--- src/core/cdsop_pkg.sv ---
// shared constants for the compute-engine serial output block
package cdsop_pkg;
    // register byte addresses
    localparam logic [15:0] ADDR_TEST_SEL = 16'h2000;
    localparam logic [15:0] ADDR_MON_CTL = 16'h2001;
    localparam logic [15:0] ADDR_SER_CTL = 16'h2002;
    localparam logic [15:0] ADDR_MON_A0 = 16'h2003;
    localparam logic [15:0] ADDR_SER_START = 16'h2007;
    localparam logic [15:0] ADDR_SER_END = 16'h2008;
    localparam logic [15:0] ADDR_STATUS = 16'h2009;
    // serial control field positions
    localparam int SER_EN_BIT = 0;
    localparam int SER_RATE_BIT = 1;
    localparam int SER_GATE_BIT = 2;
    localparam int SER_RDYEN_BIT = 3;
    localparam int SER_FSIZE_LSB = 4;
    localparam int SER_POL_BIT = 6;
    localparam int SER_CTL_W = 7;
    // values after reset
    localparam logic [3:0] TEST_SEL_RST = 4'h0;
    localparam logic [6:0] SER_CTL_RST = 7'h00;
    // test select codes
    localparam logic [3:0] TSEL_RTM = 4'h4;
    localparam logic [3:0] TSEL_CMP2 = 4'h6;
    localparam logic [3:0] TSEL_CMP3 = 4'h7;
    localparam logic [3:0] TSEL_RXD = 4'h8;
    localparam logic [3:0] TSEL_SYNC = 4'h9;
    localparam logic [3:0] TSEL_CK10 = 4'ha;
    localparam logic [3:0] TSEL_CKCPU = 4'hb;
    localparam logic [3:0] TSEL_CLOCK_38KHZ = 4'hd;
    localparam logic [3:0] TSEL_ANA_LAST = 4'h3;
    // cycle counts
    localparam logic [1:0] MON_DIV = 2'h3;
    localparam logic [5:0] MON_LAST_BIT = 6'h22;
    localparam logic [5:0] MON_DATA_TOP = 6'h20;
    localparam logic [1:0] MON_LAST_WORD = 2'h3;
    localparam logic [1:0] SER_HALF_SLOW = 2'h1;
    localparam logic [1:0] SER_HALF_FAST = 2'h0;
    localparam logic [2:0] SER_LEAD_SLOW = 3'h1;
    localparam logic [2:0] SER_LEAD_FAST = 3'h2;
    localparam logic [2:0] SER_TAIL_LAST = 3'h2;
    // monitor and serial states
    typedef enum logic [1:0] {M_IDLE, M_LOAD, M_SHIFT} cdsop_mon_state_type;
    typedef enum logic [2:0] {S_IDLE, S_LEAD, S_FIELD, S_DATA, S_TAIL} cdsop_ser_state_type;
endpackage

--- src/core/cdsop_core.sv ---
// monitor stream, synchronous serial port and test output multiplexer
`timescale 1ns/100ps

module cdsop_core #(
    parameter int AW = 9
) (
    // clock and reset
    input wire logic clk_sys_in,
    input wire logic rst_in,
    // register port
    input wire logic [15:0] reg_addr_in,
    input wire logic [15:0] reg_wdata_in,
    input wire logic reg_wr_in,
    input wire logic reg_rd_in,
    output logic [15:0] reg_rdata_out,
    // compute engine side
    input wire logic mux_sync_in,
    output logic [AW-1:0] mon_ram_addr_out,
    input wire logic [31:0] mon_ram_data_in,
    output logic [AW-1:0] ser_ram_addr_out,
    input wire logic [31:0] ser_ram_data_in,
    // test multiplexer sources and output
    input wire logic comparator2_in,
    input wire logic comparator3_in,
    input wire logic optical_rxd_in,
    input wire logic clock_10mhz_in,
    input wire logic processor_clock_in,
    input wire logic clock_38khz_in,
    output logic test_output_pin_out,
    output logic analog_test_en_out,
    output logic [1:0] analog_test_sel_out,
    // shared segment pins
    input wire logic [3:0] lcd_seg_in,
    output logic seg3_pin_out,
    output logic seg4_pin_out,
    output logic seg5_pin_out,
    input wire logic seg6_pin_in,
    output logic seg6_pin_out,
    output logic seg6_pin_oe_out,
    output logic lcd_disable_out
);

    ////////////////////////////////////////////////////////////////////////
    // register file
    logic [3:0] tsel_reg, tsel_next; // test output select
    logic mon_en_reg, mon_en_next; // monitor enable
    logic [6:0] sctl_reg, sctl_next; // serial control
    logic [AW-1:0] maddr_reg [4]; // monitor word addresses
    logic [AW-1:0] maddr_next [4];
    logic [AW-1:0] sstart_reg, sstart_next; // block start
    logic [AW-1:0] send_reg, send_next; // block end
    logic [15:0] rdata_reg, rdata_next; // read data, one cycle late
    logic mon_busy, ser_busy;

    // field size code to field length; zero means whole block
    function automatic logic [5:0] field_bits(input logic [1:0] code);
        case (code)
            2'h1: field_bits = 6'h08;
            2'h2: field_bits = 6'h10;
            2'h3: field_bits = 6'h20;
            default: field_bits = 6'h00;
        endcase
    endfunction

    // control bits unpacked
    logic ser_en, ser_fast, ser_gate, ser_rdyen, ser_pol;
    logic [1:0] ser_fsize;
    assign ser_en = sctl_reg[cdsop_pkg::SER_EN_BIT];
    assign ser_fast = sctl_reg[cdsop_pkg::SER_RATE_BIT];
    assign ser_gate = sctl_reg[cdsop_pkg::SER_GATE_BIT];
    assign ser_rdyen = sctl_reg[cdsop_pkg::SER_RDYEN_BIT];
    assign ser_fsize = sctl_reg[cdsop_pkg::SER_FSIZE_LSB +: 2];
    assign ser_pol = sctl_reg[cdsop_pkg::SER_POL_BIT];

    // register writes and read mux
    always_comb begin
        tsel_next = tsel_reg;
        mon_en_next = mon_en_reg;
        sctl_next = sctl_reg;
        maddr_next = maddr_reg;
        sstart_next = sstart_reg;
        send_next = send_reg;
        rdata_next = 16'h0000;
        if (reg_wr_in) begin
            case (reg_addr_in)
                cdsop_pkg::ADDR_TEST_SEL: tsel_next = reg_wdata_in[3:0];
                cdsop_pkg::ADDR_MON_CTL: mon_en_next = reg_wdata_in[0];
                cdsop_pkg::ADDR_SER_CTL: sctl_next = reg_wdata_in[6:0];
                cdsop_pkg::ADDR_SER_START: sstart_next = reg_wdata_in[AW-1:0];
                cdsop_pkg::ADDR_SER_END: send_next = reg_wdata_in[AW-1:0];
                default: begin
                    for (int i = 0; i < 4; i++) begin
                        if (reg_addr_in == cdsop_pkg::ADDR_MON_A0 + 16'(i)) begin
                            maddr_next[i] = reg_wdata_in[AW-1:0];
                        end
                    end
                end
            endcase
        end
        if (reg_rd_in) begin
            case (reg_addr_in)
                cdsop_pkg::ADDR_TEST_SEL: rdata_next = {12'h000, tsel_reg};
                cdsop_pkg::ADDR_MON_CTL: rdata_next = {15'h0000, mon_en_reg};
                cdsop_pkg::ADDR_SER_CTL: rdata_next = {9'h000, sctl_reg};
                cdsop_pkg::ADDR_SER_START: rdata_next = 16'(sstart_reg);
                cdsop_pkg::ADDR_SER_END: rdata_next = 16'(send_reg);
                cdsop_pkg::ADDR_STATUS: rdata_next = {14'h0000, ser_busy, mon_busy};
                default: begin
                    for (int i = 0; i < 4; i++) begin
                        if (reg_addr_in == cdsop_pkg::ADDR_MON_A0 + 16'(i)) begin
                            rdata_next = 16'(maddr_reg[i]);
                        end
                    end
                end
            endcase
        end
    end

    // register storage
    always_ff @(posedge clk_sys_in or posedge rst_in) begin
        if (rst_in) begin
            tsel_reg <= cdsop_pkg::TEST_SEL_RST;
            mon_en_reg <= 1'b0;
            sctl_reg <= cdsop_pkg::SER_CTL_RST;
            maddr_reg <= '{default: '0};
            sstart_reg <= '0;
            send_reg <= '0;
            rdata_reg <= 16'h0000;
        end else begin
            tsel_reg <= tsel_next;
            mon_en_reg <= mon_en_next;
            sctl_reg <= sctl_next;
            maddr_reg <= maddr_next;
            sstart_reg <= sstart_next;
            send_reg <= send_next;
            rdata_reg <= rdata_next;
        end
    end
    assign reg_rdata_out = rdata_reg;

    ////////////////////////////////////////////////////////////////////////
    // sync edge and monitor shift divider
    logic sync_d_reg; // last sync level
    logic sync_rise;
    logic [1:0] mdiv_reg, mdiv_next; // free running divide by four
    logic mon_tick;
    assign sync_rise = mux_sync_in & ~sync_d_reg;
    assign mon_tick = (mdiv_reg == cdsop_pkg::MON_DIV);
    assign mdiv_next = mdiv_reg + 2'h1;

    // monitor state
    cdsop_pkg::cdsop_mon_state_type mon_st_reg, mon_st_next;
    logic [1:0] midx_reg, midx_next; // word in progress
    logic [5:0] mcnt_reg, mcnt_next; // tick within word
    logic mbit_reg, mbit_next; // monitor stream bit
    logic [AW-1:0] maddr_out_reg, maddr_out_next;
    logic [4:0] mon_bidx;
    // data bit for tick 1..32, msb first after the flag
    assign mon_bidx = 5'(cdsop_pkg::MON_DATA_TOP - mcnt_reg);
    assign mon_busy = (mon_st_reg != cdsop_pkg::M_IDLE);

    // monitor sequencer: the ram address is held for a whole word so
    // the read data are long settled when each bit is taken
    always_comb begin
        mon_st_next = mon_st_reg;
        midx_next = midx_reg;
        mcnt_next = mcnt_reg;
        mbit_next = 1'b0;
        maddr_out_next = maddr_out_reg;
        case (mon_st_reg)
            cdsop_pkg::M_IDLE: begin
                if (mon_en_reg && sync_rise) begin
                    midx_next = 2'h0;
                    maddr_out_next = maddr_reg[0];
                    mon_st_next = cdsop_pkg::M_LOAD;
                end
            end
            cdsop_pkg::M_LOAD: begin
                // wait one tick so the first word has arrived
                if (mon_tick) begin
                    mcnt_next = 6'h00;
                    mon_st_next = cdsop_pkg::M_SHIFT;
                end
            end
            cdsop_pkg::M_SHIFT: begin
                mbit_next = mbit_reg;
                if (mon_tick) begin
                    if (mcnt_reg == 6'h00) begin
                        mbit_next = 1'b1;
                    end else if (mcnt_reg <= cdsop_pkg::MON_DATA_TOP) begin
                        mbit_next = mon_ram_data_in[mon_bidx];
                    end else begin
                        mbit_next = 1'b0;
                    end
                    mcnt_next = mcnt_reg + 6'h01;
                    if (mcnt_reg == cdsop_pkg::MON_LAST_BIT) begin
                        mcnt_next = 6'h00;
                        if (midx_reg == cdsop_pkg::MON_LAST_WORD) begin
                            mon_st_next = cdsop_pkg::M_IDLE;
                        end else begin
                            midx_next = midx_reg + 2'h1;
                            maddr_out_next = maddr_reg[midx_reg + 2'h1];
                        end
                    end
                end
            end
            default: mon_st_next = cdsop_pkg::M_IDLE;
        endcase
        if (!mon_en_reg) begin
            mon_st_next = cdsop_pkg::M_IDLE;
            mbit_next = 1'b0;
        end
    end

    // monitor registers
    always_ff @(posedge clk_sys_in or posedge rst_in) begin
        if (rst_in) begin
            sync_d_reg <= 1'b0;
            mdiv_reg <= 2'h0;
            mon_st_reg <= cdsop_pkg::M_IDLE;
            midx_reg <= 2'h0;
            mcnt_reg <= 6'h00;
            mbit_reg <= 1'b0;
            maddr_out_reg <= '0;
        end else begin
            sync_d_reg <= mux_sync_in;
            mdiv_reg <= mdiv_next;
            mon_st_reg <= mon_st_next;
            midx_reg <= midx_next;
            mcnt_reg <= mcnt_next;
            mbit_reg <= mbit_next;
            maddr_out_reg <= maddr_out_next;
        end
    end
    assign mon_ram_addr_out = maddr_out_reg;

    ////////////////////////////////////////////////////////////////////////
    // serial clock generation
    cdsop_pkg::cdsop_ser_state_type ser_st_reg, ser_st_next;
    logic [1:0] hcnt_reg, hcnt_next; // half period counter
    logic sclk_reg, sclk_next;
    logic clk_run, toggle, rise;
    logic [1:0] half_last;
    assign half_last = ser_fast ? cdsop_pkg::SER_HALF_FAST : cdsop_pkg::SER_HALF_SLOW;
    // gated mode runs only while a transfer is in progress
    assign clk_run = ser_en && (!ser_gate || ser_st_reg != cdsop_pkg::S_IDLE);
    assign toggle = clk_run && (hcnt_reg == half_last);
    assign rise = toggle && !sclk_reg;

    // clock divider next values
    always_comb begin
        sclk_next = sclk_reg;
        hcnt_next = hcnt_reg + 2'h1;
        if (!clk_run) begin
            sclk_next = 1'b0;
            hcnt_next = 2'h0;
        end else if (toggle) begin
            sclk_next = ~sclk_reg;
            hcnt_next = 2'h0;
        end
    end

    // serial framer state
    logic [2:0] lcnt_reg, lcnt_next; // lead and tail clocks
    logic [4:0] bidx_reg, bidx_next; // bit of current word
    logic [5:0] fcnt_reg, fcnt_next; // bits sent in field
    logic frame_reg, frame_next; // frame pulse, true level
    logic sbit_reg, sbit_next; // serial data bit
    logic [AW-1:0] saddr_reg, saddr_next; // current word address
    logic rdy_ok;
    logic [5:0] flen;
    logic [2:0] lead_last;
    assign rdy_ok = !ser_rdyen || seg6_pin_in;
    assign flen = field_bits(ser_fsize);
    assign lead_last = ser_fast ? cdsop_pkg::SER_LEAD_FAST : cdsop_pkg::SER_LEAD_SLOW;
    assign ser_busy = (ser_st_reg != cdsop_pkg::S_IDLE);

    // framer: a transfer starts on a sync rise, then every change is made on a rising serial clock; the next
    // word address is set right after the last bit, and at least two
    // system cycles pass before its first bit is taken
    always_comb begin
        ser_st_next = ser_st_reg;
        lcnt_next = lcnt_reg;
        bidx_next = bidx_reg;
        fcnt_next = fcnt_reg;
        frame_next = frame_reg;
        sbit_next = sbit_reg;
        saddr_next = saddr_reg;
        case (ser_st_reg)
            cdsop_pkg::S_IDLE: begin
                if (ser_en && sync_rise) begin
                    lcnt_next = 3'h0;
                    bidx_next = 5'h1f;
                    saddr_next = sstart_reg;
                    ser_st_next = cdsop_pkg::S_LEAD;
                end
            end
            cdsop_pkg::S_LEAD: begin
                if (rise) begin
                    lcnt_next = lcnt_reg + 3'h1;
                    if (lcnt_reg == lead_last) begin
                        ser_st_next = cdsop_pkg::S_FIELD;
                    end
                end
            end
            cdsop_pkg::S_FIELD: begin
                if (rise && rdy_ok) begin
                    frame_next = 1'b1;
                    fcnt_next = 6'h00;
                    ser_st_next = cdsop_pkg::S_DATA;
                end
            end
            cdsop_pkg::S_DATA: begin
                if (rise) begin
                    frame_next = 1'b0;
                    sbit_next = ser_ram_data_in[bidx_reg];
                    bidx_next = bidx_reg - 5'h01;
                    fcnt_next = fcnt_reg + 6'h01;
                    if (bidx_reg == 5'h00 && saddr_reg == send_reg) begin
                        lcnt_next = 3'h0;
                        ser_st_next = cdsop_pkg::S_TAIL;
                    end else begin
                        if (bidx_reg == 5'h00) begin
                            saddr_next = saddr_reg + 1'b1;
                        end
                        if (flen != 6'h00 && fcnt_reg + 6'h01 == flen) begin
                            ser_st_next = cdsop_pkg::S_FIELD;
                        end
                    end
                end
            end
            cdsop_pkg::S_TAIL: begin
                if (rise) begin
                    lcnt_next = lcnt_reg + 3'h1;
                    if (lcnt_reg == cdsop_pkg::SER_TAIL_LAST) begin
                        ser_st_next = cdsop_pkg::S_IDLE;
                    end
                end
            end
            default: ser_st_next = cdsop_pkg::S_IDLE;
        endcase
        if (!ser_en) begin
            ser_st_next = cdsop_pkg::S_IDLE;
            frame_next = 1'b0;
            sbit_next = 1'b0;
        end
    end

    // serial registers
    always_ff @(posedge clk_sys_in or posedge rst_in) begin
        if (rst_in) begin
            ser_st_reg <= cdsop_pkg::S_IDLE;
            hcnt_reg <= 2'h0;
            sclk_reg <= 1'b0;
            lcnt_reg <= 3'h0;
            bidx_reg <= 5'h1f;
            fcnt_reg <= 6'h00;
            frame_reg <= 1'b0;
            sbit_reg <= 1'b0;
            saddr_reg <= '0;
        end else begin
            ser_st_reg <= ser_st_next;
            hcnt_reg <= hcnt_next;
            sclk_reg <= sclk_next;
            lcnt_reg <= lcnt_next;
            bidx_reg <= bidx_next;
            fcnt_reg <= fcnt_next;
            frame_reg <= frame_next;
            sbit_reg <= sbit_next;
            saddr_reg <= saddr_next;
        end
    end
    assign ser_ram_addr_out = saddr_reg;

    // pin sharing: the lcd keeps the pins while the port is off
    assign seg3_pin_out = ser_en ? sclk_reg : lcd_seg_in[0];
    assign seg4_pin_out = ser_en ? sbit_reg : lcd_seg_in[1];
    assign seg5_pin_out = ser_en ? (frame_reg ^ ser_pol) : lcd_seg_in[2];
    assign seg6_pin_out = lcd_seg_in[3];
    assign seg6_pin_oe_out = !ser_en;
    assign lcd_disable_out = ser_en;

    ////////////////////////////////////////////////////////////////////////
    // test output multiplexer; analog codes drive a selector, pin low
    logic tpin_reg, tpin_next;
    always_comb begin
        case (tsel_reg)
            cdsop_pkg::TSEL_RTM: tpin_next = mbit_reg;
            cdsop_pkg::TSEL_CMP2: tpin_next = comparator2_in;
            cdsop_pkg::TSEL_CMP3: tpin_next = comparator3_in;
            cdsop_pkg::TSEL_RXD: tpin_next = optical_rxd_in;
            cdsop_pkg::TSEL_SYNC: tpin_next = mux_sync_in;
            cdsop_pkg::TSEL_CK10: tpin_next = clock_10mhz_in;
            cdsop_pkg::TSEL_CKCPU: tpin_next = processor_clock_in;
            cdsop_pkg::TSEL_CLOCK_38KHZ: tpin_next = clock_38khz_in;
            default: tpin_next = 1'b0;
        endcase
    end

    // test pin register
    always_ff @(posedge clk_sys_in or posedge rst_in) begin
        if (rst_in) begin
            tpin_reg <= 1'b0;
        end else begin
            tpin_reg <= tpin_next;
        end
    end
    assign test_output_pin_out = tpin_reg;
    assign analog_test_en_out = (tsel_reg <= cdsop_pkg::TSEL_ANA_LAST);
    assign analog_test_sel_out = tsel_reg[1:0];
endmodule

--- config.mk ---
export PLATFORM = sky130hd
export DESIGN_NAME = cdsop_core
export DESIGN_NICKNAME = d
export VERILOG_FILES = /design/src/core/cdsop_pkg.sv /design/src/core/cdsop_core.sv
export SDC_FILE = /design/constraint.sdc
export NUM_CORES = 1
export LEC_CHECK = 0
export BUFFER_PORTS_ARGS = -buffer_cell sky130_fd_sc_hd__buf_2
export CORE_UTILIZATION = 39
export DETAILED_ROUTE_END_ITERATION = 10
export PLACE_DENSITY_LB_ADDON = 0.05
export SYNTH_ARGS = -nofsm -noshare
export SYNTH_HDL_FRONTEND = slang
export SYNTH_SLANG_ARGS = --single-unit
--- constraint.sdc ---
create_clock -name clk_sys_in -period 3.9 [get_ports clk_sys_in]
set_input_delay 0.78 -clock clk_sys_in [delete_from_list [all_inputs] [get_ports clk_sys_in]]
set_output_delay 0.78 -clock clk_sys_in [all_outputs]
set_load 0.005 [all_outputs]
# Yosys cells after proc, flatten, opt, wreduce, memory -nomap -nowiden
# Cells that the tools add are included.
[totals]
register_bits = 137
latch_bits = 0
ram_bits = 0
mem_bits_ro = 0
in_bits = 112
output_inout_bits = 44
wordCells = 242
mem_count = 0
[op_classes]
n_addsub = 9
mul = 0
div = 0
magnitude_cmp = 5
eq_ne = 64
n_shift = 0
muxes = 84
bitwise = 6
reduce_logical = 47
[ops]
columns = ["operator", "count"]
rows = [
  ["16-bit by 14-bit equality test with 1-bit output, second input constant", 10],
  ["9-bit two-way mux", 11],
  ["16-bit case mux with 6 select lines", 1],
  ["16-bit two-way mux", 4],
  ["3-bit two-way mux", 14],
  ["3-bit inequality test, second input constant", 12],
  ["9-bit case mux with 2 select lines", 2],
  ["6-bit two-way mux", 5],
  ["2-bit two-way mux", 13],
  ["6-bit case mux with 2 select lines", 2],
  ["3-bit AND reduction", 8],
  ["2-bit inequality test, second input constant", 11],
  ["4-bit equality test, second input constant", 5],
  ["5-bit AND reduction", 4],
  ["1-bit two-way mux", 19],
  ["9-bit binary-select mux with 2-bit select", 1],
  ["6-bit case mux with 3 select lines", 1],
  ["3-bit case mux with 5 select lines", 1],
  ["6-bit by 1-bit adder with 6-bit output, second input constant", 2],
  ["4-bit by 3-bit equality test with 1-bit output, second input constant", 3],
  ["5-bit by 6-bit less-than comparator with 1-bit output, second input constant", 2],
  ["2-bit AND reduction", 6],
  ["1-bit binary-select mux with 5-bit select", 2],
  ["2-bit equality test, second input constant", 5],
  ["other kinds (44)", 71],
]

# Logic depth before layout (Yosys ltp)
# Gate-level depths: netlist of the first run.
[logic_depth]
ltp_word = 9
depth_mapped = 11

# Least setup slack after synthesis of the first run
# No wires, ideal clock.
[synth_path]
kind = "input port to flip-flop"
from = "input port reg_addr_in[12]"
to = "register sstart_reg[0]"
setup_time_ps = 125
t_arrival_ps = 2881
t_required_ps = 3775
slack_ps = 894
stages = 7
path_buffers = 3
path_cell_list = "or4b_1 -> buf_6 -> or3_4 -> buf_6 -> or4_4 -> buf_6 -> mux2_4"
[synth_via]
elab_chain_cells = 2
[synth_rtl]
columns = ["element", "line", "rtl"]
rows = [
  ["start: declaration", "cdsop_core.sv:11", "input wire logic [15:0] reg_addr_in,"],
  ["16-bit by 14-bit equality test with 1-bit output", "cdsop_core.sv:85", "case (reg_addr_in)"],
  ["2-bit AND reduction (no line)", "-", ""],
  ["end signal: assignment", "cdsop_core.sv:134", "sstart_reg <= sstart_next;"],
  ["end: declaration", "cdsop_core.sv:50", "logic [AW-1:0] sstart_reg, sstart_next;"],
]
# No other way between the ends.
# A chain may end at the register's enable or synchronous reset.

# Final worst setup path of the first run
[layout_path]
from = "input port reg_addr_in[12]"
to = "register rdata_reg[1] (netlist: reg_rdata_out[1])"
[layout_via]
elab_chain_cells = 7
[layout_rtl]
columns = ["element", "line", "rtl"]
rows = [
  ["16-bit by 14-bit equality test with 1-bit output", "cdsop_core.sv:110", "if (reg_addr_in == cdsop_pkg::ADDR_MON_A0 + 16'(i)) begin"],
  ["9-bit two-way mux", "cdsop_core.sv:110", ""],
  ["16-bit two-way mux (3 in series)", "cdsop_core.sv:110", ""],
  ["16-bit case mux with 6 select lines (*)", "cdsop_core.sv:101", "case (reg_addr_in)"],
  ["16-bit two-way mux (*)", "cdsop_core.sv:100", "if (reg_rd_in) begin"],
  ["named net rdata_next[1]", "cdsop_core.sv:52", "logic [15:0] rdata_reg, rdata_next;"],
  ["end signal: assignment", "cdsop_core.sv:136", "rdata_reg <= rdata_next;"],
  ["end: declaration", "cdsop_core.sv:52", ""],
]
# The timed path passes the listed nets; every way through them passes the cells marked *.

==> results of run 1 <==
-- worst reg2reg max path, cell delays in order, from the launching register on --
cell	delay [ns]
dfstp_2	0.46
inv_1	0.15
ha_1	0.17
or4b_2	0.65
nor2_1	0.13
nand4_1	0.34
o31ai_1	0.51
mux2_2	0.38
-- layer usage --
layer | vias to the layer above | share of wire
met1 | 3200 | 0.47
met5 | - | 0
met3 | 18 | 0.050
met2 | 198 | 0.47
li1 | 3022 | -
met4 | 0 | 0.010
-- per-stage QoR --
step                area [sq um]  power [uW]
floorplan                   7750        1450
global placement            8650        1520
detailed placement          8650        1520
CTS                         9270        3210
global route                9270        3290
finish                      9270        3170
-- power by group --
part / internal (uW) / switching, uW
clock network: 1060 / 615
registers: 1350 / 1.13
logic: 63.6 / 82.1
-- cell usage after synthesis, types with 12 or more instances --
cell type	instances	area share
ha_1	12	0.019
o21ai_0	60	0.039
nor3_1	14	0.0091
a22oi_1	14	0.014
dfrtp_1	125	0.40
clkbuf_1	27	0.013
nor2_1	40	0.019
xor2_1	13	0.015
nand3_1	23	0.015
mux4_2	19	0.055
mux2_2	63	0.092
a31oi_1	15	0.012
mux2i_1	20	0.026
a21oi_1	34	0.022
inv_1	15	0.0073
nand2_1	75	0.036
-- layout make-up --
class	instances	area, sq um
well taps	265	332
repair buffers	154	821
multi-input cells	557	4180
flip-flops and latches	130	3260
clock inverters	11	151
fillers	1782	10200
inverters	16	63.8
clock buffers	21	470
-- path summary, 6_finish.rpt --
path,from,end
setup / recovery,reg_addr_in[12],reg_rdata_out[1]$_DFF_PP0_
setup reg to reg,bidx_reg[0]$_DFFE_PP1P_,lcnt_reg[1]$_DFFE_PP0P_
min in group asynchronous,rst_in,ser_ram_addr_out[7]$_DFFE_PP0P_
hold / removal,mdiv_reg[0]$_DFF_PP0_,mdiv_reg[0]$_DFF_PP0_
max in group asynchronous,rst_in,reg_rdata_out[1]$_DFF_PP0_
hold reg to reg,mdiv_reg[0]$_DFF_PP0_,mdiv_reg[0]$_DFF_PP0_
-- logic make-up after synthesis --
kind of cell	Yosys count	synth area share
xor gates and xnor gates	19	0.0215
AOI/OAI and AO/OA	179	0.148
DFF	130	0.422
other	1	0.000485
and+or+nand+nor	229	0.157
muxes	111	0.191
adders and majority gates	12	0.0194
buffers and inverters	65	0.0405
==> metrics, run 1 <==
run status=completed; Tmin final=2.96 ns; TNS Setup=0 ns; register area share after synthesis=0.422; Worst Tran Pin Value=~1.0 ns; critical path class=primary input to flip-flop; CP Buf/Inv Count=1; global-route wire length before repair=between 30 and 40 mm; most frequent cells in the layout=139 x buf_2, 125 x dfrtp_1, 75 x nand2_1; largest fanout on the critical path=9; Post-Syn Instances=around 750; crit path launch type=primary input; largest net degree at the start of global routing=between 80 and 90; Core ar.=0.0195 sq mm; DIE AREA=between 0.02 and 0.025 sq mm; Lkg Pwr=0.00411 uW; M3 GR Usage=0.0412; Area growth syn-to-layout=20.0%; CP top delay family=simple AND/OR/NAND/NOR gates; Hold Path Depth=1; CP max stage delay=0.72 ns; met1 Usage GRT=0.304; required time worst endpoint=roughly 4.2 ns; # DRC=0; antenna viol nets, final=0; GRT Max-Usage Layer=met2; Synth Warn #=0; Hold Fails Final Rpt=0; commonest non-fill, non-tap cell in the layout=buf_2; Final GP Congestion=a little over 0.8; drt initial violations=~360; Hold Path Class=flip-flop to flip-flop; width of the die=between 100 and 150 um; Starting Density=0.397; Post-CTS Resized=0; post-route worst setup slack=between 0.9 and 1 ns; Final nets=around 1k; CTS tree=built; Final Skew=around 0.006 ns; register bit total from synthesis=130; Worst path depth=7; PwrDens=342 mW/mm^2; synth unique cells=73; Root Driver=clkbuf_16; ratio of cells with drive above 1 in the final layout=0.340; die span in y=143 um; antenna cell count=0; VDD IR max=0.321 mV; crit end category=flip-flop; post-CTS setup buffers=0; Syn Std Cell Area=between 0.007 and 0.008 sq mm; GRT Total Usage=0.213; Slew Limit Headroom=0.296; worst slack, placed=around 0.55 ns; # rows=51; post-layout util=0.476; hold_ws=0.428 ns; RSZ-0062 raised after global routing=no; insertion delay to the later sink of the worst-skew pair=between 0.4 and 0.5 ns; final slew viol count=0; CTS Buffer Depth=2; ys async rst share=1.00; number of flip-flops in the largest register=36; Syn Area/Cell=~10 sq um; drt first pass iters=5; Max-cap violations=0; Avg WL per Cell=around 18 um; slowest stage cell on the critical path=or4b_1; met2 Use GR=0.331; CTS clk-pin slew, worst paths=~0.060 ns; IO Pins=around 160; CP Cell Sequence=buf_2 -> or4b_1 -> or3_4 -> nor3_2 -> o21ai_0 -> a211o_1 -> a41oi_1; clock sinks=between 100 and 150; IO buf count=139; via count=between 6k and 7k; TritonCTS buffer count=17; total gr overflow=0; antenna violations before repair=0; Tcrit/Tclk final=0.759; r2r setup slk=1.01 ns; CTS Hold Bufs=0; DRT Wirelength=between 20 and 25 mm; final non-filler cell total=approximately 1.2k; R2R depth=7; WP data arrival=around 3.3 ns; H-tree depth=4; EDFF count, synth=0; ys flop type=dfrtp_1; fmax=338 MHz; vias in the first global route=6174; final setup violating endpoints=0; DR vias/cell=5.58; hpwl dp=16.1 mm; Post-Place Cells=between 1k and 1.5k
Note: power is estimated with default switching activity, not from simulation.
==> inputs of run 2 (changes only) <==
- ABC_AREA: not set -> 1
- clock period: 3.9 -> 2.5 ns (I/O delays scaled with it)
==> metrics, run 2 <==
run status=completed; Worst Tran Pin Value=0.646 ns (-0.399 ns); RSZ-0062 raised after global routing=no; largest net degree at the start of global routing=45 (-45%); drt first pass iters=6 (+1); PwrDens=481 mW/mm^2 (+41%); VDD IR max=0.444 mV (+38%); Core ar.=0.0212 sq mm (+9.0%); Lkg Pwr=0.00502 uW (+22%); number of flip-flops in the largest register=36 (unchanged); vias in the first global route=7447 (+21%); TNS Setup=0 ns (unchanged); CP top delay family=adder cells; GRT Total Usage=0.228 (+0.0156); final instance area=0.0101 sq mm (+8.9%); Slew Limit Headroom=0.568 (+0.272); area share of the largest cell type after synthesis=0.367 (-0.0378); DRT Wirelength=24.6 mm (+16%); EDFF count, synth=0 (unchanged); Area growth syn-to-layout=18.5%; final setup violating endpoints=0 (unchanged); R2R depth=6 (-1); CTS clk-pin slew, worst paths=0.06 ns (about the same); count leader, synth=nand2_1; Tmin final=2.21 ns; Hold Fails Final Rpt=0 (unchanged); Post-Syn Instances=1214 (+63%); M3 GR Usage=0.0357 (-0.00558); DIE AREA=0.0224 sq mm (+10%); required time worst endpoint=2.80 ns (-1.40 ns); Starting Density=0.402 (+0.00462); hpwl dp=18.4 mm (+15%); Final nets=1477 (+48%); Root Driver=clkbuf_16; final non-filler cell total=1641 (+42%); DP Area=0.00952 sq mm (+10%); most frequent CP cell=nand3_1; insertion delay to the later sink of the worst-skew pair=0.43 ns (about the same); Tcrit/Tclk final=0.883; reg2reg start=midx_reg[0]$_DFFE_PP0P_; CTS tree=built; met1 Usage GRT=0.329 (+0.0255); top post-synthesis cells by count=312 x nand2_1, 156 x nor2_1, 125 x dfrtp_1, 115 x inv_1, 104 x nand3_1; width of the die=150 um (+5.0%); drt initial violations=577 (+59%); WP data arrival=2.51 ns (-0.75 ns); Post-Place Cells=1609 (+43%); antenna viol nets, final=0 (unchanged); # DRC=0 (unchanged); TritonCTS buffer count=17 (unchanged); total gr overflow=0 (unchanged); most frequent cells in the layout=312 x nand2_1, 156 x nor2_1, 139 x buf_2; dominant cells by area after synthesis=dfrtp_1 37%, nand2_1 14%, nor2_1 6.9%; clock sinks=130 (unchanged); commonest non-fill, non-tap cell in the layout=nand2_1; Final Skew=0.0115 ns (+0.00555 ns); register area share after synthesis=0.383 (-0.0394); Synth Warn #=0 (unchanged); Syn Area/Cell=7.02 sq um (-32%); post-CTS setup buffers=0 (unchanged); post-synth top area cell=dfrtp_1; crit path launch type=flip-flop; largest fanout on the critical path=11 (+2); reg-to-reg endpoint=mon_ram_addr_out[8]$_DFFE_PP0P_; crit end category=flip-flop; H-tree depth=4 (unchanged); critical path class=flip-flop to flip-flop; # rows=53 (+3.9%); fmax=~450 MHz; IO buf count=139 (unchanged); global-route wire length before repair=39.4 mm (+19%); CP Cell Sequence=ha_1 -> clkinv_1 -> nand3_1 -> o21ai_0 -> nand3_1 -> nand3_1; IO Pins=156 (unchanged); die span in y=150 um (+5.0%); ratio of cells with drive above 1 in the final layout=0.206 (-0.133); via count=8289 (+29%); Hold Path Class=primary input to asynchronous set/reset pin; synth unique cells=45 (-38%); met2 Use GR=0.350 (+0.0197); r2r setup slk=0.29 ns (-0.72 ns); ys async rst share=1.00 (unchanged); Final GP Congestion=0.871 (+6.3%); CP Buf/Inv Count=1 (unchanged); Syn Std Cell Area=0.00852 sq mm (+10%); antenna cell count=0 (unchanged); antenna violations before repair=0 (unchanged); slowest stage cell on the critical path=ha_1; final slew viol count=0 (unchanged); register bit total from synthesis=130 (unchanged); DR vias/cell=5.05 (-9.5%); ys flop type=dfrtp_1; Avg WL per Cell=15.0 um (-18%); Max-cap violations=0 (unchanged); CP max stage delay=0.56 ns (-0.16 ns); CTS Hold Bufs=0 (unchanged); Post-CTS Resized=0 (unchanged); CTS Buffer Depth=2 (unchanged); GRT Max-Usage Layer=met2
==> run 2: cell count changes in the layout (fill, tap and decap cells not counted), moves of 18 or more <==
| cell | before | now |
|---|---|---|
| a21oi_1 | 34 | 10 |
| inv_1 | 14 | 114 |
| mux2_2 | 63 | 0 |
| mux2i_1 | 20 | 2 |
| mux4_2 | 19 | 0 |
| nand2_1 | 75 | 312 |
| nand3_1 | 23 | 104 |
| nand4_1 | 3 | 42 |
| nor2_1 | 40 | 156 |
| o21ai_0 | 60 | 96 |
| o21ai_1 | 0 | 56 |
| o21ai_2 | 0 | 23 |
==> run 2: final cells by class <==
cell class,instances,area [sq um]
Clock buffer,18,439
Clock inverter,14,138
Fill cell,2266,11100
Inverter,132,502
Multi-Input combinational cell,906,4490
Sequential cell,130,3260
Tap cell,275,344
Timing Repair Buffer,166,923
==> run 2: cell families (layout without fill, tap and decap cells) <==
| family | Yosys count | after routing | share of synthesized area |
|---|---|---|---|
| fa+ha+maj | 12 | 12 | 0.0176 |
| compound gates | 210 | 210 | 0.142 |
| simple gates | 667 | 667 | 0.354 |
| mux | 2 | 2 | 0.00235 |
| xor+xnor | 8 | 8 | 0.00822 |
| other cells | 1 | 7 | 0.000440 |
| buf+inv | 184 | 330 | 0.0932 |
| flops | 130 | 130 | 0.383 |
==> run 2: power breakdown <==
part	internal, uW	switching (uW)	leakage, uW
clock network	1490	992	0.000278
registers	2110	2.02	0.00177
logic	98.1	170	0.00297
total	3690	1160	0.00502
==> run 2: layer usage <==
layer  share of wire  routed length [um]
met5               0                   0
met4           0.013                 320
met3           0.051                1250
met2            0.44               10900
met1            0.49               12200
==> run 2: through the flow <==
stage / util / hold WS, ns / worst slack (ns) / power, uW
finish: 0.476 / 0.165 / 0.292 / 4860
global route: 0.476 / 0.200 / 0.131 / 5020
floorplan: - / 0.401 / 0.395 / 2280
CTS: 0.476 / 0.179 / 0.356 / 4900
detailed placement: 0.449 / 0.416 / 0.153 / 2420
global placement: 0.449 / 0.417 / 0.182 / 2420
==> run 2: worst max-delay path by stage <==
stage	start	cells past startpoint	endpoint	slack [ns]
floorplan	rst_in	1	fcnt_reg[0]$_DFFE_PP0P_	0.39
global placement	reg_addr_in[9]	12	reg_rdata_out[3]$_DFF_PP0_	0.18
detailed placement	reg_addr_in[11]	12	reg_rdata_out[3]$_DFF_PP0_	0.15
CTS	midx_reg[0]$_DFFE_PP0P_	6	mon_ram_addr_out[8]$_DFFE_PP0P_	0.36
global route	midx_reg[0]$_DFFE_PP0P_	6	mon_ram_addr_out[5]$_DFFE_PP0P_	0.13
finish	midx_reg[0]$_DFFE_PP0P_	6	mon_ram_addr_out[8]$_DFFE_PP0P_	0.29
==> inputs of run 3 (changes only) <==
- CELL_PAD_IN_SITES_DETAIL_PLACEMENT: not set -> 0
- CELL_PAD_IN_SITES_GLOBAL_PLACEMENT: not set -> 2
- CORE_UTILIZATION: 39 -> 28
==> metrics, run 3 (synthesis gave the netlist of run 2 again) <==
die span in y=176 um (+18%); total gr overflow=0 (unchanged); Max-cap violations=0 (unchanged); Area growth syn-to-layout=22.1%; worst slack, placed=0.146 ns (-0.00696 ns); TritonCTS buffer count=17 (unchanged); critical path class=flip-flop to flip-flop; CTS tree=built; Filler cells=3290 (+45%); Tcrit/Tclk final=0.841 (-0.0419); via count=8268 (-0.25%); global-route wire length before repair=45.3 mm (+15%); WP data arrival=2.41 ns (-0.10 ns); crit path launch type=flip-flop; IO Pins=156 (unchanged); crit end category=flip-flop; Root Driver=clkbuf_16; most frequent cells in the layout=312 x nand2_1, 156 x nor2_1, 139 x buf_2; post-CTS setup buffers=0 (unchanged); # rows=63 (+19%); post-route worst setup slack=0.397 ns (+0.105 ns); DRT Wirelength=28.6 mm (+16%); Tmin final=2.10 ns (-0.105 ns); VDD IR max=0.298 mV (-33%); antenna cell count=0 (unchanged); Slew Limit Headroom=0.571 (+0.00260); vias in the first global route=7908 (+6.2%); Multi-input gate area=0.00449 sq mm (unchanged); CTS Buffer Depth=2 (unchanged); RSZ-0062 raised after global routing=no; Post-Place Cells=1734 (+7.8%); DIE AREA=0.0311 sq mm (+39%); antenna violations before repair=0 (unchanged); Final Skew=0.0137 ns (+0.00216 ns); Final GP Congestion=0.793 (-8.9%); hpwl dp=21.3 mm (+16%); ratio of cells with drive above 1 in the final layout=0.212 (+0.00577); CTS clk-pin slew, worst paths=0.07 ns (about the same); required time worst endpoint=2.81 ns (about the same); H-tree depth=4 (unchanged); Worst Tran Pin Value=0.643 ns (-0.00325 ns); Lkg Pwr=0.00510 uW (+1.7%); drt initial violations=519 (-10%); width of the die=176 um (+18%); largest net degree at the start of global routing=67 (+49%); Starting Density=0.286 (-0.116); commonest non-fill, non-tap cell in the layout=nand2_1; fmax=475 MHz (+5.0%); antenna viol nets, final=0 (unchanged); run status=completed; final setup violating endpoints=0 (unchanged); Post-CTS Resized=0 (unchanged); Hold Path Class=primary input to flip-flop; Sequential cell area=0.00326 sq mm (unchanged); clock sinks=130 (unchanged); drt first pass iters=6 (unchanged); Avg WL per Cell=16.2 um (+7.8%); Hold Fails Final Rpt=0 (unchanged); PwrDens=495 mW/mm^2 (+2.9%); # DRC=0 (unchanged); final slew viol count=0 (unchanged); CTS Hold Bufs=0 (unchanged); largest fanout on the critical path=19 (+8); Final nets=1487 (+0.68%); insertion delay to the later sink of the worst-skew pair=0.43 ns (about the same); DR vias/cell=4.68 (-7.3%); Core ar.=0.0298 sq mm (+40%); final non-filler cell total=1766 (+7.6%); TNS Setup=0 ns (unchanged); GRT Total Usage=0.190 (-0.0383); number of flip-flops in the largest register=36 (unchanged); IO buf count=139 (unchanged)
==> run 3: cell count changes in the layout (fill, tap and decap cells not counted), sizes merged <==
cell,before,now
bufinv,2,4
inv,131,132
buf,166,176
clkinv,8,5
==> run 3: area by class of cell <==
type / count / share of cell area
multi-input combinational: 906 / 0.432
sequential: 130 / 0.313
timing repair buffer: 176 / 0.0984
inverter: 132 / 0.0482
tap: 390 / 0.0469
clock buffer: 18 / 0.0422
clock inverter: 14 / 0.0195
==> run 3: worst paths after layout <==
| check | cells after the start | slack, ns | endpoint | from |
|---|---|---|---|---|
| hold / removal | 1 | 0.19 | sync_d_reg$_DFF_PP0_ | mux_sync_in |
| setup / recovery | 10 | 0.40 | ser_ram_addr_out[0]$_DFFE_PP0P_ | ser_st_reg[2]$_DFFE_PP0P_ |
| min in group asynchronous | 3 | 0.20 | mon_ram_addr_out[8]$_DFFE_PP0P_ | rst_in |
| max in group asynchronous | 3 | 1.94 | bidx_reg[1]$_DFFE_PP1P_ | rst_in |
| hold reg to reg | 1 | 0.42 | mdiv_reg[0]$_DFF_PP0_ | mdiv_reg[0]$_DFF_PP0_ |
| setup reg to reg | 10 | 0.40 | ser_ram_addr_out[0]$_DFFE_PP0P_ | ser_st_reg[2]$_DFFE_PP0P_ |
==> run 3: critical path, stage by stage, from the launching register on <==
cell and delay [ns]:
dfrtp_1 0.42, inv_2 0.10, nand2_2 0.10, nor2_8 0.33, inv_2 0.23, nand2_1 0.12
nand2_2 0.07, a21oi_4 0.17, nand3_4 0.24, nand2_1 0.14, o21ai_2 0.06
==> run 3: where the power goes <==
part | switching [uW] | internal, uW
clock network | 1060 | 1710
logic | 179 | 95.7
registers | 2.26 | 2110
total | 1240 | 3910
==> run 3: per-layer routing <==
| layer | GRT usage | part of all wire |
|---|---|---|
| met1 | 0.279 | 0.51 |
| met2 | 0.290 | 0.43 |
| met3 | 0.0342 | 0.050 |
| met4 | 0.0359 | 0.0073 |
| met5 | 0 | 0 |
==> run 3: through the flow <==
stage / total power [uW] / hold slack [ns] / util / cell area [sq um]
floorplan: 2280 / 0.401 / - / 8550
global placement: 2430 / 0.413 / 0.328 / 9760
detailed placement: 2430 / 0.416 / 0.328 / 9760
CTS: 5230 / 0.172 / 0.349 / 10400
global route: 5330 / 0.178 / 0.349 / 10400
finish: 5150 / 0.194 / 0.349 / 10400
